`src/rtl/rgpc_consts.svh`:
```
// Offsets, field positions, reset values and sizes for the pin configuration block
`ifndef RGPC_CONSTS_SVH
`define RGPC_CONSTS_SVH

`define RGPC_NPINS        14
`define RGPC_OFS_STS      8'h1C
`define RGPC_OFS_B1P0     8'h23
`define RGPC_OFS_B1P1     8'h24
`define RGPC_OFS_B1P2     8'h25
`define RGPC_OFS_B1P3     8'h26
`define RGPC_OFS_B1P4     8'h27
`define RGPC_OFS_B1P5     8'h29
`define RGPC_OFS_B1P6     8'h2A
`define RGPC_OFS_B1P7     8'h2B
`define RGPC_OFS_KBD_DATA 8'h2C
`define RGPC_OFS_KBD_CLK  8'h2D
`define RGPC_OFS_P27      8'h32
`define RGPC_OFS_P30      8'h33
`define RGPC_OFS_P60      8'h47
`define RGPC_OFS_P61      8'h48
`define RGPC_OFS_DATA1    8'h4B
`define RGPC_OFS_DATA2    8'h4C
`define RGPC_OFS_DATA3    8'h4D
`define RGPC_OFS_DATA6    8'h50

`define RGPC_BIT_DIR      0
`define RGPC_BIT_POL      1
`define RGPC_BIT_ALT      2
`define RGPC_BIT_OD       7
`define RGPC_STS_MASK     6'h33
`define RGPC_STS_W1C      8'h3F

`define RGPC_RST_STS      6'h00
`define RGPC_RST_GPIO     8'h01
`define RGPC_RST_KBD      8'h8C
`define RGPC_RST_P30      8'h05
`define RGPC_MASK_1BIT    8'h87
`define RGPC_MASK_2BIT    8'h8F

`define RGPC_IDX_KBD_DATA 4
`define RGPC_IDX_NONE     4'hF

`endif

```
`src/rtl/rgpc_pkg.sv`:
```
// Types shared by the pin configuration block
package rgpc_pkg;

    // Register bus request
    typedef struct packed {
        logic [7:0] addr;
        logic [7:0] wdata;
        logic       wr;
        logic       rd;
    } rgpc_bus_t;

    // Pin function selected by a configuration byte
    typedef enum logic [1:0] {
        RGPC_FN_GPIO   = 2'b00,
        RGPC_FN_ALT    = 2'b01,
        RGPC_FN_PORT17 = 2'b10,
        RGPC_FN_EDGE   = 2'b11
    } rgpc_fn_t;

    // All state of the block
    typedef struct packed {
        logic [13:0][7:0] cfg;
        logic [13:0]      dout;
        logic [5:0]       sts;
        logic [13:0]      s1;
        logic [13:0]      s2;
        logic [13:0]      s3;
        logic [7:0]       rdata;
    } rgpc_state_t;

endpackage

```
`src/rtl/rgpc_top.sv`:
```
// Runtime pin configuration, pin data and either-edge event status
//
// Behaviour
// - Writing one clears status bits 5:0; writing zero leaves them.
// - Edge on keyboard data pin in edge mode sets status bit 0.
// - Edge on keyboard clock pin in edge mode sets status bit 1.
// - Edges on pins six-zero and six-one in edge mode set bits 4, 5.
// - Status bits 2, 3, 7, 6 read as zero.
// - Status register resets to zero.
// - Config bit 0 one makes pin input, zero makes it output.
// - Config bit 1 one inverts the pin sense.
// - Config bit 7 one gives open drain, zero push-pull.
// - Bank-one bit 2 routes the serial-port-3 signal to the pin.
// - Bank-one configuration registers reset to 0x01.
// - Keyboard data pin: bits 3:2 select data, edge input 0, GPIO.
// - Keyboard clock pin: bits 3:2 select clock, edge input 1, GPIO.
// - Pin two-seven: bits 3:2 select port-17, management irq, or GPIO.
// - Pin three-zero: bit 2 selects front-panel reset, reset value 0x05.
// - Data registers show pin values, bank one at 0x4B, bit n pin n.
`timescale 1ns/1ns
`include "rgpc_consts.svh"

module rgpc_top (
    // Clock and reset
    input  wire logic        clock,
    input  wire logic        rst,
    // Register port
    input  wire logic [7:0]  addr,
    input  wire logic [7:0]  wdata,
    input  wire logic        wr,
    input  wire logic        rd,
    output logic      [7:0]  rdata,
    // Pins: 0-7 bank one, 8 kbd data, 9 kbd clock, 10 two-seven,
    // 11 three-zero, 12 six-zero, 13 six-one
    input  wire logic [13:0] pin_in,
    output logic      [13:0] pin_out,
    output logic      [13:0] pin_oe,
    // Function side: serial 3, keyboard, management irq, front-panel reset
    input  wire logic [13:0] func_out,
    input  wire logic        kbc_port_17_output,
    output logic      [13:0] func_in,
    output logic      [13:0] func_sel
);

    rgpc_pkg::rgpc_state_t st_reg;
    rgpc_pkg::rgpc_state_t st_next;
    rgpc_pkg::rgpc_bus_t   bus;
    logic [13:0]           lvl;
    logic [13:0]           chg;
    logic [5:0]            sts_set;
    logic [5:0]            sts_clr;
    logic [3:0]            wr_idx;
    logic [3:0]            rd_idx;

    // Map an address to a configuration slot
    function automatic logic [3:0] cfg_index(input logic [7:0] a);
        case (a)
            `RGPC_OFS_B1P0: cfg_index = 4'h0;
            `RGPC_OFS_B1P1: cfg_index = 4'h1;
            `RGPC_OFS_B1P2: cfg_index = 4'h2;
            `RGPC_OFS_B1P3: cfg_index = 4'h3;
            `RGPC_OFS_B1P4: cfg_index = 4'h4;
            `RGPC_OFS_B1P5: cfg_index = 4'h5;
            `RGPC_OFS_B1P6: cfg_index = 4'h6;
            `RGPC_OFS_B1P7: cfg_index = 4'h7;
            `RGPC_OFS_KBD_DATA: cfg_index = 4'h8;
            `RGPC_OFS_KBD_CLK:  cfg_index = 4'h9;
            `RGPC_OFS_P27:  cfg_index = 4'hA;
            `RGPC_OFS_P30:  cfg_index = 4'hB;
            `RGPC_OFS_P60:  cfg_index = 4'hC;
            `RGPC_OFS_P61:  cfg_index = 4'hD;
            default:        cfg_index = `RGPC_IDX_NONE;
        endcase
    endfunction

    // Writable bits per slot; reserved bits read back as zero
    function automatic logic [7:0] cfg_mask(input int i);
        if (i == 8 || i == 9 || i >= 10 && i != 11) begin
            cfg_mask = `RGPC_MASK_2BIT;
        end else begin
            cfg_mask = `RGPC_MASK_1BIT;
        end
    endfunction

    // Reset value per slot
    function automatic logic [7:0] cfg_reset(input int i);
        if (i == 8 || i == 9) begin
            cfg_reset = `RGPC_RST_KBD;
        end else if (i == 11) begin
            cfg_reset = `RGPC_RST_P30;
        end else begin
            cfg_reset = `RGPC_RST_GPIO;
        end
    endfunction

    // Function a configuration byte selects for a pin
    function automatic rgpc_pkg::rgpc_fn_t pin_fn(input int i, input logic [7:0] c);
        pin_fn = rgpc_pkg::RGPC_FN_GPIO;
        if (i <= 7 || i == 11) begin
            if (c[`RGPC_BIT_ALT]) begin
                pin_fn = rgpc_pkg::RGPC_FN_ALT;
            end
        end else if (i == 10) begin
            case (c[3:2])
                2'b10:   pin_fn = rgpc_pkg::RGPC_FN_PORT17;
                2'b01:   pin_fn = rgpc_pkg::RGPC_FN_ALT;
                default: pin_fn = rgpc_pkg::RGPC_FN_GPIO;
            endcase
        end else begin
            case (c[3:2])
                2'b11:   pin_fn = (i <= 9) ? rgpc_pkg::RGPC_FN_ALT : rgpc_pkg::RGPC_FN_GPIO;
                2'b10:   pin_fn = rgpc_pkg::RGPC_FN_EDGE;
                default: pin_fn = rgpc_pkg::RGPC_FN_GPIO;
            endcase
        end
    endfunction

    assign bus.addr  = addr;
    assign bus.wdata = wdata;
    assign bus.wr    = wr;
    assign bus.rd    = rd;
    assign wr_idx    = cfg_index(bus.addr);
    assign rd_idx    = wr_idx;
    assign rdata     = st_reg.rdata;

    // Pin level after polarity and the per-pin output drive
    genvar g;
    generate
        for (g = 0; g < `RGPC_NPINS; g++) begin : g_pin
            rgpc_pkg::rgpc_fn_t fn;
            logic               val;
            assign fn  = pin_fn(g, st_reg.cfg[g]);
            assign lvl[g] = st_reg.s2[g] ^ st_reg.cfg[g][`RGPC_BIT_POL];
            // Compare settled samples; the first sync stage is never looked at
            assign chg[g] = st_reg.s2[g] ^ st_reg.s3[g];
            assign func_in[g]  = lvl[g];
            assign func_sel[g] = (fn == rgpc_pkg::RGPC_FN_ALT);
            always_comb begin
                case (fn)
                    rgpc_pkg::RGPC_FN_ALT:    val = func_out[g];
                    rgpc_pkg::RGPC_FN_PORT17: val = kbc_port_17_output;
                    default:                  val = st_reg.dout[g];
                endcase
            end
            // Open drain only ever pulls low; it never drives a one
            always_comb begin
                if (st_reg.cfg[g][`RGPC_BIT_DIR]) begin
                    pin_out[g] = 1'b0;
                    pin_oe[g]  = 1'b0;
                end else if (st_reg.cfg[g][`RGPC_BIT_OD]) begin
                    pin_out[g] = 1'b0;
                    pin_oe[g]  = ~(val ^ st_reg.cfg[g][`RGPC_BIT_POL]);
                end else begin
                    pin_out[g] = val ^ st_reg.cfg[g][`RGPC_BIT_POL];
                    pin_oe[g]  = 1'b1;
                end
            end
        end
    endgenerate

    // Status events; a set in the same cycle as a clear wins
    always_comb begin
        sts_set    = 6'h00;
        sts_set[0] = chg[8] && pin_fn(8, st_reg.cfg[8]) == rgpc_pkg::RGPC_FN_EDGE;
        sts_set[1] = chg[9] && pin_fn(9, st_reg.cfg[9]) == rgpc_pkg::RGPC_FN_EDGE;
        sts_set[4] = chg[12] && pin_fn(12, st_reg.cfg[12]) == rgpc_pkg::RGPC_FN_EDGE;
        sts_set[5] = chg[13] && pin_fn(13, st_reg.cfg[13]) == rgpc_pkg::RGPC_FN_EDGE;
        sts_clr    = 6'h00;
        if (bus.wr && bus.addr == `RGPC_OFS_STS) begin
            sts_clr = bus.wdata[5:0];
        end
    end

    // Next state: registers, data latches, samplers and read data
    always_comb begin
        st_next      = st_reg;
        st_next.s1   = pin_in;
        st_next.s2   = st_reg.s1;
        st_next.s3   = st_reg.s2;
        st_next.sts  = ((st_reg.sts & ~sts_clr) | sts_set) & `RGPC_STS_MASK;
        if (bus.wr) begin
            if (wr_idx != `RGPC_IDX_NONE) begin
                st_next.cfg[wr_idx] = bus.wdata & cfg_mask(int'(wr_idx));
            end
            case (bus.addr)
                `RGPC_OFS_DATA1: st_next.dout[7:0] = bus.wdata;
                `RGPC_OFS_DATA2: begin
                    st_next.dout[8]  = bus.wdata[1];
                    st_next.dout[9]  = bus.wdata[2];
                    st_next.dout[10] = bus.wdata[7];
                end
                `RGPC_OFS_DATA3: st_next.dout[11] = bus.wdata[0];
                `RGPC_OFS_DATA6: st_next.dout[13:12] = bus.wdata[1:0];
                default: ;
            endcase
        end
        // Read data stand one cycle after the strobe and only then
        st_next.rdata = 8'h00;
        if (bus.rd) begin
            if (rd_idx != `RGPC_IDX_NONE) begin
                st_next.rdata = st_reg.cfg[rd_idx];
            end else begin
                case (bus.addr)
                    `RGPC_OFS_STS:   st_next.rdata = {2'b00, st_reg.sts};
                    `RGPC_OFS_DATA1: st_next.rdata = lvl[7:0];
                    `RGPC_OFS_DATA2: st_next.rdata = {lvl[10], 4'h0, lvl[9:8], 1'b0};
                    `RGPC_OFS_DATA3: st_next.rdata = {7'h00, lvl[11]};
                    `RGPC_OFS_DATA6: st_next.rdata = {6'h00, lvl[13:12]};
                    default:         st_next.rdata = 8'h00;
                endcase
            end
        end
    end

    // State register
    always_ff @(posedge clock or posedge rst) begin
        if (rst) begin
            for (int i = 0; i < `RGPC_NPINS; i++) begin
                st_reg.cfg[i] <= cfg_reset(i);
            end
            st_reg.dout  <= 14'h0000;
            st_reg.sts   <= `RGPC_RST_STS;
            st_reg.s1    <= 14'h0000;
            st_reg.s2    <= 14'h0000;
            st_reg.s3    <= 14'h0000;
            st_reg.rdata <= 8'h00;
        end else begin
            st_reg <= st_next;
        end
    end
endmodule

```
`config.mk`:
```
export PLATFORM = sky130hd
export DESIGN_NAME = rgpc_top
export DESIGN_NICKNAME = d
export VERILOG_FILES = /design/src/rtl/rgpc_pkg.sv /design/src/rtl/rgpc_top.sv
export VERILOG_INCLUDE_DIRS = /design/src /design/src/rtl
export SDC_FILE = /design/constraint.sdc
export NUM_CORES = 1
export LEC_CHECK = 0
export BUFFER_PORTS_ARGS = -buffer_cell sky130_fd_sc_hd__buf_2
export CAP_MARGIN = 20
export CELL_PAD_IN_SITES_DETAIL_PLACEMENT = 0
export CELL_PAD_IN_SITES_GLOBAL_PLACEMENT = 1
export CORE_ASPECT_RATIO = 0.5
export CORE_MARGIN = 2
export CORE_UTILIZATION = 45
export DETAILED_ROUTE_END_ITERATION = 10
export MAX_ROUTING_LAYER = met4
export PLACE_DENSITY_LB_ADDON = 0.3
export SYNTH_ARGS = -nofsm -noshare
export SYNTH_HDL_FRONTEND = slang
export SYNTH_SLANG_ARGS = --single-unit
```
`constraint.sdc`:
```
create_clock -name clock -period 4.37 [get_ports clock]
set_input_delay 0 -clock clock [delete_from_list [all_inputs] [get_ports clock]]
set_output_delay 0 -clock clock [all_outputs]
set_load 0.005 [all_outputs]
```
Word-level counts from Yosys, hierarchy flattened
Cells that the tools add are included.

storage, ports and cells
  bits in registers = 180
  input port bits = 49
  output and inout bits = 64
  logic and storage cells = 250

cells by class
  magnitude comparators = 3
  equality and inequality tests = 63
  mux-type cells = 97
  bitwise logic cells = 50
  reductions and logical operators = 14

operators with widths
  kind                count
  $bwmux 112          1
  $eq 8x6->1 const B  12
  $mux 1              65
  $pmux 4 s14         1
  $eq 2x2->1 const B  25
  $eq 8x7->1 const B  6
  $mux 8              6
  $pmux 8 s5          1
  $bmux 8 s4          1
  $demux 8 s4         1
  $xor 1x1->1         32
  $eq 2x1->1 const B  15
  $pmux 1 s2          14
  $not 1->1           14
  $pmux 2 s2          3
  $reduce_and 2->1    5
  $and 8x8->8         1
  $eq 4x4->1 const B  2
  $eq 8x5->1 const B  1
  $ne 4x4->1 const B  2
  $logic_and 1x1->1   7
  $and 6x6->6         1
  $mux 6              1
  $not 6->6           1
  other kinds (7)     9

Logic depth before layout (Yosys ltp)
Gate-level depths: netlist of run 1.

  depth after elaboration = 10
  mapped depth = 11
  mapped depth without buffers = 8

Worst setup path after synthesis of run 1
No wires, ideal clock.

  kind = input to register
  from = in addr[4]
  to = reg st_reg[134] (netlist bit)
  library setup time = 128 ps
  arrival time = 1,947 ps
  data required time = 4,242 ps
  setup slack = 2,295 ps
  stages = 8
  buffers on the path = 2
  path through = buf_2 or4b_1 buf_2 o22ai_2 nor4_4 or3_4 nor2_4 mux2_1

between the ends
  longest elaborated chain between the ends = 7
  elaborated cells between the ends (all ways) = 23
  those cells by class = order compare (2); eq/ne (15); mux (4); reduce/logical (2)

ends and longest elaborated chain
  item                                                                   RTL line         source
  start, declared                                                        rgpc_top.sv:28   input wire logic [7:0] addr,
  $eq 8x7->1 / $eq 8x6->1 (equally long branches)                        rgpc_top.sv:57   case (a)
  $pmux 4 s14 *                                                          rgpc_top.sv:57
  $lt 4x5->1 (not written as such) / $ge 4x1->1 (equally long branches)  rgpc_top.sv:183  st_next.cfg[wr_idx] = bus.wdata & cfg_mask(int'(wr_idx));
  $logic_and 1x1->1 (not written as such)                                rgpc_top.sv:183
  $mux 8 (not written as such)                                           rgpc_top.sv:183
  $demux 8 s4                                                            rgpc_top.sv:183
  $bwmux 112                                                             rgpc_top.sv:183
  end signal, assigned                                                   rgpc_top.sv:228  st_reg <= st_next;
  end, declared                                                          rgpc_top.sv:45   rgpc_pkg::rgpc_state_t st_reg;

Every way passes the cells marked *; elsewhere a longest branch is shown, timed or not.
A chain may end at the register's enable or synchronous reset.

==> impl_metrics.yaml, run 1 <==
finish:
  drive_gt1_frac: 0.373
  syn_to_final_growth_pct: 22.2
  seqCellArea_mm2: 0.00323
  nets: 701
  finalInstanceArea_mm2: 0.00786
  multi_input_comb_area_mm2: 0.00290
  num_antenna_cells: 0
  nFillCells: 1204
  largest_reg_flops: 92
clock_network:
  clock-sinks: 128
  cts-root-buf: "clkbuf_16"
  htreeDepth: 4
  clk_pin_slew_worst_paths_ns: 0.06
  clock_path_buffers: 2
  cts_tree: "built"
  numCtsBuffers: 17
  worstSkewPairLatency_ns: 0.42
worst_setup_path:
  crit_start: "addr[0]"
  worst_r2r_endpoint: "rdata[2]"
  r2r_cells: 6
  path_class: "in -> reg"
  end_kind: "flop"
  endpoint: "rdata[7]"
  r2r_slack_ns: 2.86
  arrival_ns: 2.78
  cp-start-kind: "input port"
  critPathMaxFanout: 17
  required_ns: 4.64
  timing.rr.start: "st_reg[144]"
detailed_routing:
  antenna_left: 0
  dr_total_vias: 4597
  drc_errors: 0
  via_per_inst: 5.38
  first_pass_iters: 5
  drt_wl_total_um: 16800
  wl_per_cell_um: 19.6
  initialDrtViolationCount: 381
pwr:
  power.leakage_nw: 3.59
  p_per_area_mw_per_mm2: 396
  p_sw_w: 0.000766
  finalPower_w: 0.00311
  p_sw_frac: 0.246
  clkPwrFrac: 0.493
  ir_drop_mv: 0.215
  p_seq_frac: 0.414
  p_int_w: 0.00234
  pwr-share-comb: 0.093
place:
  place.gp.congestion: 0.927
  dpl.hpwl_um: 11900
  placed_area_mm2: 0.00699
  io_buffers: 108
global_routing:
  grt_max_degree: 90
  grt_pass1_wl_um: 26300
  grt_pass1_vias: 4638
  antenna_found_initial: 0
  grt_overflow: 0
  track_usage: 0.236
timing:
  rsz0062_at_grt: "false"
  worstMarginPinSlew_ns: 1.02
  drv_slew: 0
  setup_viol: 0
  hold_viol: 0
  clock.fmax_mhz: 399
  finalSetupTns_ns: 0
  post-route-period-util: 0.574
  slew_headroom: 0.312
  post-route-min-period_ns: 2.51
  skew_ns: 0.0150
  hold_slack_ns: 0.0945
synthesis:
  synthCells: 535
  ys_seq_elements: 128
  synth-async-reset-ratio: 1.00
  ys_warn_count: 0
  yosysUniqueCellTypes: 63
  netlist_top_cells_count: "dfrtp_1, mux2_2, mux2i_1"
  synth_area_mm2: 0.00643
  yosysTopAreaCell: "dfrtp_1"
  netlist_top_cells_area: "dfrtp_1, mux2_2, dfstp_2"
  yosysTopAreaCellShare: 0.424
  yosysMostFrequentCell: "dfrtp_1"
  ys.flop_type: "dfrtp_1"
  ys_seq_area_frac: 0.502
  syn_area_per_cell_um2: 12.0
  synth-edff-count: 0
floorplan:
  dieArea_mm2: 0.0153
  start_util: 0.468
  row_count: 30
  die_h_um: 88.5
  die_w_um: 173
  core_mm2: 0.0137
  io_pins: 113
run_status:
  status: "finished, final reports clean"
run:
  maxCapViolCount: 0
hold_path:
  hp-class: "in -> reg"
==> worst min path at each step <==
stage                     depth (start not counted)      start     endpoint  slack [ns]
final                                             3         wr   st_reg[68]        0.09
after global routing                              3         wr   st_reg[67]        0.11
after CTS                                         3         wr   st_reg[68]        0.08
after detailed placement                          1  pin_in[5]  st_next[27]        0.11
after global placement                            1  pin_in[6]  st_next[28]        0.11
after floorplan                                   0  pin_in[0]  st_next[22]        0.03
==> cells in the final DEF (no fill, tap or decap), types with 3 or more instances in the layout <==
master,synthesis,routed
inv_1,11,10
nor3b_1,15,15
nor2_2,3,3
bufinv_16,0,4
nor2_1,16,16
clkbuf_16,0,17
mux2_2,61,61
nor4b_1,3,3
mux2_4,4,4
o21ai_0,6,6
o21ai_1,4,4
a21o_1,3,3
a22oi_1,16,16
dfstp_2,19,19
nand2b_1,7,7
o22ai_1,3,3
nor3_2,3,3
mux2i_1,34,34
nand2_1,32,32
a32o_1,4,4
nor2b_1,11,11
dlygate4sd3_1,0,21
clkinv_4,0,4
and2_1,10,10
nor3_1,3,3
buf_2,9,108
dfrtp_1,109,109
mux2_1,15,15
xor2_1,20,20
a21oi_1,21,21
xnor2_1,13,13
buf_4,21,4
o211ai_1,9,9
inv_6,0,4
==> worst max-delay path: stages <==
cell and delay [ns]:
buf_2 0.19, nor4b_1 0.32, a21oi_1 0.08, nor4_2 0.35
or2_1 0.65, buf_4 0.41, mux2i_1 0.30, a22oi_1 0.10
o211ai_1 0.21, o22ai_1 0.15
==> kinds of logic after synthesis <==
| kind of cell | count (synthesis) | share of synthesized area |
|---|---|---|
| xor+xnor | 33 | 0.0450 |
| compound gates | 79 | 0.0845 |
| mux | 114 | 0.195 |
| buf+inv | 51 | 0.0473 |
| flops | 128 | 0.502 |
| fa+ha+maj | 2 | 0.00389 |
| simple gates | 127 | 0.122 |
| other cells | 1 | 0.000583 |
==> per-stage QoR <==
stage | worst slack, ns | util | std cells
2_1_floorplan | 0.989 | - | 536
3_3_place_gp | 1.51 | 0.509 | 801
3_5_place_dp | 1.51 | 0.509 | 801
4_1_cts | 1.95 | 0.570 | 854
5_1_grt | 1.73 | 0.572 | 855
6_report | 1.86 | 0.572 | 855
==> cell type report <==
class,instances,area share
Timing Repair Buffer,134,0.103
Tap cell,192,0.0306
Multi-Input combinational cell,357,0.369
Inverter,12,0.00605
Clock inverter,14,0.0261
Clock buffer,18,0.0546
Sequential cell,128,0.411
==> power by group through the flow <==
stage	combinational (W)	sequential, W	clock (W)
floorplan	0.000173	0.00129	0
global placement	0.000269	0.00131	0
detailed placement	0.000274	0.00131	0
CTS	0.000289	0.00129	0.00155
global route	0.000321	0.00129	0.00160
finish	0.000290	0.00129	0.00153
==> routing by layer <==
| layer | global-route usage | vias to the layer above | wire length, um |
|---|---|---|---|
| met4 | 0.0663 | 0 | 163 |
| met2 | 0.345 | 143 | 7250 |
| met3 | 0.0571 | 16 | 1060 |
| met1 | 0.328 | 2324 | 8330 |
| li1 | - | 2114 | - |
| met5 | - | - | 0 |
==> repair_timing <==
| item | CTS | global route |
|---|---|---|
| resized for setup | 0 | 0 |
| hold buffers | 21 | 0 |
| setup buffers | 0 | 0 |
| endpoints found under the hold margin | 99 | 0 |
Note: power is estimated with default switching activity, not from simulation.
==> run 2: changes to the inputs <==
--- a/config.mk
+++ b/config.mk
@@ -12,7 +12,7 @@
 export CELL_PAD_IN_SITES_GLOBAL_PLACEMENT = 1
 export CORE_ASPECT_RATIO = 0.5
 export CORE_MARGIN = 2
-export CORE_UTILIZATION = 45
+export CORE_UTILIZATION = 41
 export DETAILED_ROUTE_END_ITERATION = 10
 export MAX_ROUTING_LAYER = met4
 export PLACE_DENSITY_LB_ADDON = 0.3
==> constraint.sdc (replaced) <==
create_clock -name clock -period 2.3 [get_ports clock]
set_input_delay 0 -clock clock [delete_from_list [all_inputs] [get_ports clock]]
set_output_delay 0 -clock clock [all_outputs]
set_load 0.005 [all_outputs]
==> run 2 against run 1 <==
Worst setup slack got worse by 1.7 ns. Critical path type is now reg -> out. Clock skew is 0.0067 ns lower. Count of clock-buffer cells in the layout grew 3. Global-route usage is 1.3 points lower. Final cell count rose by 5.6%. Largest power group unchanged. Sequential share of layout area down 1.2 points. Flip-flop and latch count is the same. Clock power up 69%. Utilization fell by 4.6 points.
==> impl_metrics.yaml, run 2 (synthesis results as in run 1) <==
timing:
  post-route-period-util: 0.923
  clock.fmax_mhz: 471
  setup_viol: 0
  finalSetupTns_ns: 0
  slew_headroom: 0.647
  drv_slew: 0
  worstMarginPinSlew_ns: 0.525
  rsz0062_at_grt: "false"
  skew_ns: 0.00826
  post-route-min-period_ns: 2.12
  hold_viol: 0
finish:
  largest_reg_flops: 92
  nets: 737
  num_antenna_cells: 0
  instances_no_fill: 903
  final_cell_mix: "dfrtp_1, buf_2, mux2_2"
  drive_gt1_frac: 0.403
  syn_to_final_growth_pct: 25.9
  layout_commonest_cell: "dfrtp_1"
floorplan:
  start_util: 0.418
  dieArea_mm2: 0.0168
  io_pins: 113
  row_count: 32
  core_mm2: 0.0154
  die_h_um: 92.6
  die_w_um: 181
global_routing:
  grt_overflow: 0
  antenna_found_initial: 0
  globalRoute.busiestLayer: "met1"
  track_usage: 0.223
  grt_pass1_wl_um: 26900
  met2_usage: 0.317
  grt.met3_usage: 0.0385
  met1_usage: 0.328
  grt_max_degree: 71
  grt_pass1_vias: 4667
pwr:
  clkPwrFrac: 0.461
  p_int_w: 0.00425
  p_seq_frac: 0.436
  pwr-share-comb: 0.103
  ir_drop_mv: 0.451
  power.leakage_nw: 3.74
  p_sw_frac: 0.243
  p_per_area_mw_per_mm2: 693
  p_sw_w: 0.00136
place:
  dpl.hpwl_um: 12600
  io_buffers: 108
  place.gp.congestion: 0.862
  dp.cells: 851
worst_setup_path:
  arrival_ns: 2.12
  required_ns: 2.30
  path_class: "reg -> out"
  cp-start-kind: "flop"
  critPathMaxFanout: 4
  end_kind: "output port"
detailed_routing:
  drt_wl_total_um: 17300
  initialDrtViolationCount: 310
  wl_per_cell_um: 19.2
  dr_total_vias: 4738
  drc_errors: 0
  antenna_left: 0
  via_per_inst: 5.25
  first_pass_iters: 5
clock_network:
  numCtsBuffers: 17
  cts_tree: "built"
  cts-root-buf: "clkbuf_16"
  htreeDepth: 4
  cts_setup_buffers: 0
  clk_pin_slew_worst_paths_ns: 0.05
  worstSkewPairLatency_ns: 0.41
  clock_path_buffers: 2
  clock-sinks: 128
run_status:
  status: "finished, final reports clean"
run:
  maxCapViolCount: 0
hold_path:
  hp-class: "in -> reg"
==> run 2: final cells by class <==
class                      count  area (um2)
fill                        1369        7280
sequential                   128        3230
multi-input combinational    357        2900
timing repair buffer         170        1090
clock buffer                  21         450
tap                          204         255
clock inverter                11         116
inverter                      12        48.8
==> run 2: through the flow <==
stage / setup WS (ns) / cell area [um2] / utilization / hold slack [ns] / total power [W]
finish: 0.176 / 8090 / 0.526 / 0.0269 / 0.00561
global route: 0.0165 / 8090 / 0.526 / 0.0435 / 0.00584
CTS: 0.159 / 8090 / 0.526 / 0.0195 / 0.00567
detailed placement: -0.0355 / 7330 / 0.477 / 0.110 / 0.00304
global placement: -0.0350 / 7330 / 0.477 / 0.108 / 0.00303
floorplan: 0.225 / 6440 / - / 0.0314 / 0.00279
==> run 2: worst max-delay path: stages (launching register included) <==
cell and delay [ns]:
dfstp_2 0.56, and2_1 0.19, mux2i_1 0.26, xnor2_1 0.18, nor3b_1 0.35, buf_2 0.18
==> run 2: timing repair <==
item	CTS	global route
hold buffers	20	0
endpoints found under the hold margin	143	0
resized for setup	0	0
==> run 2: final timing paths <==
| check | start | endpoint | slack (ns) | cells past startpoint |
|---|---|---|---|---|
| worst max-delay path | st_reg[137] | pin_out[8] | 0.18 | 5 |
| min in group asynchronous | rst | st_reg[62] | 0.25 | 4 |
| worst min-delay path | wdata[2] | st_reg[136] | 0.03 | 3 |
| worst max register to register | st_reg[144] | rdata[2] | 0.83 | 6 |
| max in group asynchronous | rst | st_reg[70] | 1.68 | 4 |
| worst min register to register | st_next[33] | st_next[19] | 0.34 | 0 |
==> run 2: metal layers <==
layer | wire length, um | part of all wire | vias to the layer above
met2 | 7540 | 0.44 | 142
li1 | - | - | 2201
met4 | 165 | 0.0095 | 0
met3 | 943 | 0.054 | 14
met5 | 0 | 0 | -
met1 | 8670 | 0.50 | 2381
==> run 2: power groups by stage <==
stage	Clock [W]	Sequential [W]	Combinational, W
floorplan	0	0.00246	0.000330
global placement	0	0.00248	0.000548
detailed placement	0	0.00248	0.000554
CTS	0.00264	0.00244	0.000584
global route	0.00275	0.00246	0.000637
finish	0.00259	0.00245	0.000578
==> run 3: changes to the inputs <==
--- a/config.mk
+++ b/config.mk
@@ -16,6 +16,7 @@
 export DETAILED_ROUTE_END_ITERATION = 10
 export MAX_ROUTING_LAYER = met4
 export PLACE_DENSITY_LB_ADDON = 0.3
+export REMOVE_ABC_BUFFERS = 1
 export SYNTH_ARGS = -nofsm -noshare
 export SYNTH_HDL_FRONTEND = slang
 export SYNTH_SLANG_ARGS = --single-unit
==> run 3 against run 2 <==
Utilization down 0.25 points. Global-route usage up 0.40 points. Maximum frequency up 6.7%. Clock skew up 0.0013 ns. Routed wire length up 2.7%. Sequential share of layout area up 0.19 points. Via count up 1.2%. Critical path depth unchanged. Worst setup slack better by 0.13 ns. Die area unchanged. Combinational power about the same. Largest power group unchanged.
==> impl_metrics.yaml, run 3 (synthesis results as in run 1) <==
worst_setup_path:
  timing.rr.start: "st_reg[144]"
  critPathMaxStageDelay_ns: 0.55
  slowest_stage: "dfstp_2"
  critPathMaxFanout: 4
  crit_family: "flip-flops"
  r2r_slack_ns: 0.63
  path_class: "reg -> out"
  cp_num_buf_inv: 1
  r2r_cells: 6
  required_ns: 2.30
  path_cells: "and2_1 > mux2i_1 > xnor2_1 > nor3b_1 > buf_2"
  arrival_ns: 1.99
  end_kind: "output port"
  worst_r2r_endpoint: "rdata[2]"
  cp-start-kind: "flop"
timing:
  drv_slew: 0
  skew_ns: 0.00960
  rsz0062_at_grt: "false"
  clock.fmax_mhz: 502
  setup_viol: 0
  post-route-min-period_ns: 1.99
  post-route-period-util: 0.866
  slew_headroom: 0.452
  hold_slack_ns: 0.0225
  worstMarginPinSlew_ns: 0.810
  hold_viol: 0
clock_network:
  numCtsBuffers: 17
  cts_tree: "built"
  post_cts_resize_count: 0
  clock-sinks: 128
  htreeDepth: 4
  cts-root-buf: "clkbuf_16"
  clk_pin_slew_worst_paths_ns: 0.06
  clock_path_buffers: 2
  worstSkewPairLatency_ns: 0.42
  cts_setup_buffers: 0
hold_path:
  holdPathEnd: "st_reg[136]"
  hold-path-cell-count: 3
  min_from: "wdata[2]"
  hp-class: "in -> reg"
pwr:
  power.leakage_nw: 3.71
  clkPwrFrac: 0.464
  p_seq_frac: 0.434
  pwr-share-comb: 0.102
  finalPower_w: 0.00565
  p_sw_frac: 0.263
  p_int_w: 0.00417
  p_sw_w: 0.00148
  ir_drop_mv: 0.479
  p_per_area_mw_per_mm2: 701
detailed_routing:
  drc_errors: 0
  wl_per_cell_um: 19.8
  antenna_left: 0
  first_pass_iters: 6
  drt_wl_total_um: 17800
  via_per_inst: 5.34
  initialDrtViolationCount: 395
  dr_total_vias: 4793
finish:
  nets: 730
  syn_to_final_growth_pct: 25.3
  layout_commonest_cell: "dfrtp_1"
  final_cell_mix: "dfrtp_1, buf_2, mux2_2"
  final_core_util: 0.524
  largest_reg_flops: 92
  nFillCells: 1410
  drive_gt1_frac: 0.400
  instances_no_fill: 897
global_routing:
  grt_pass1_wl_um: 27700
  grt_pass1_vias: 4769
  grt_overflow: 0
  track_usage: 0.227
  grt_max_degree: 58
  antenna_found_initial: 0
floorplan:
  die_w_um: 181
  start_util: 0.418
  core_mm2: 0.0154
  dieArea_mm2: 0.0168
  row_count: 32
  io_pins: 113
  die_h_um: 92.6
run_status:
  status: "finished, final reports clean"
place:
  place.gp.congestion: 0.901
  dp.cells: 844
  io_buffers: 108
  dpl.hpwl_um: 13300
run:
  maxCapViolCount: 0
## run 3: per-layer routing
| layer | vias to the layer above | wire [um] | track usage | part of all wire |
|---|---|---|---|---|
| li1 | 2183 | - | - | - |
| met1 | 2460 | 9200 | 0.341 | 0.52 |
| met2 | 140 | 7600 | 0.318 | 0.43 |
| met3 | 10 | 883 | 0.0448 | 0.050 |
| met4 | 0 | 96 | 0.0413 | 0.0054 |
| met5 | - | 0 | - | 0 |
## run 3: cell type report
class,instances,area (um2),share of cell area
Sequential cell,128,3230,0.401
Multi-Input combinational cell,357,2900,0.360
Timing Repair Buffer,163,1050,0.131
Clock buffer,19,443,0.0550
Tap cell,204,255,0.0317
Clock inverter,13,124,0.0154
Inverter,12,47.5,0.00590
Antenna cell,1,2.50,0.000311
## run 3: tightest hold or removal path: cells and delay by family
| kind | cells | cell delay, ns |
|---|---|---|
| buffers and inverters | 1 | 0.24 |
| AO/OA/AOI/OAI | 1 | 0.07 |
| AND/OR/NAND/NOR | 1 | 0.10 |
## run 3: how the worst max path moves through the flow
| stage | cells after the start | start | end |
|---|---|---|---|
| after detailed placement | 9 | addr[1] | rdata[0] |
| after floorplan | 1 | rst | rdata[0] |
| after global placement | 9 | addr[1] | rdata[0] |
| final | 5 | st_reg[137] | pin_out[8] |
| after global routing | 8 | st_reg[152] | pin_out[10] |
| after CTS | 5 | st_reg[137] | pin_out[8] |
## run 3: timing repair
action / in CTS / in global routing
hold buffers: 20 / 0
endpoints found under the hold margin: 67 / 0
endpoints found under the setup margin: 0 / 0
## run 3: through the flow
step	instance area (um2)	setup TNS, ns	setup slack (ns)
finish	8060	0	0.309
global route	8050	0	0.174
floorplan	6170	-129.11	-1.08
global placement	7290	-0.0598	-0.0598
detailed placement	7290	-0.00800	-0.00800
CTS	8050	0	0.277
## run 3: power groups by stage
stage,combinational (W),sequential (W),clock [W]
2_1_floorplan,0.000281,0.00246,0
3_3_place_gp,0.000538,0.00249,0
3_5_place_dp,0.000552,0.00249,0
4_1_cts,0.000582,0.00245,0.00265
5_1_grt,0.000631,0.00246,0.00278
6_report,0.000576,0.00245,0.00262
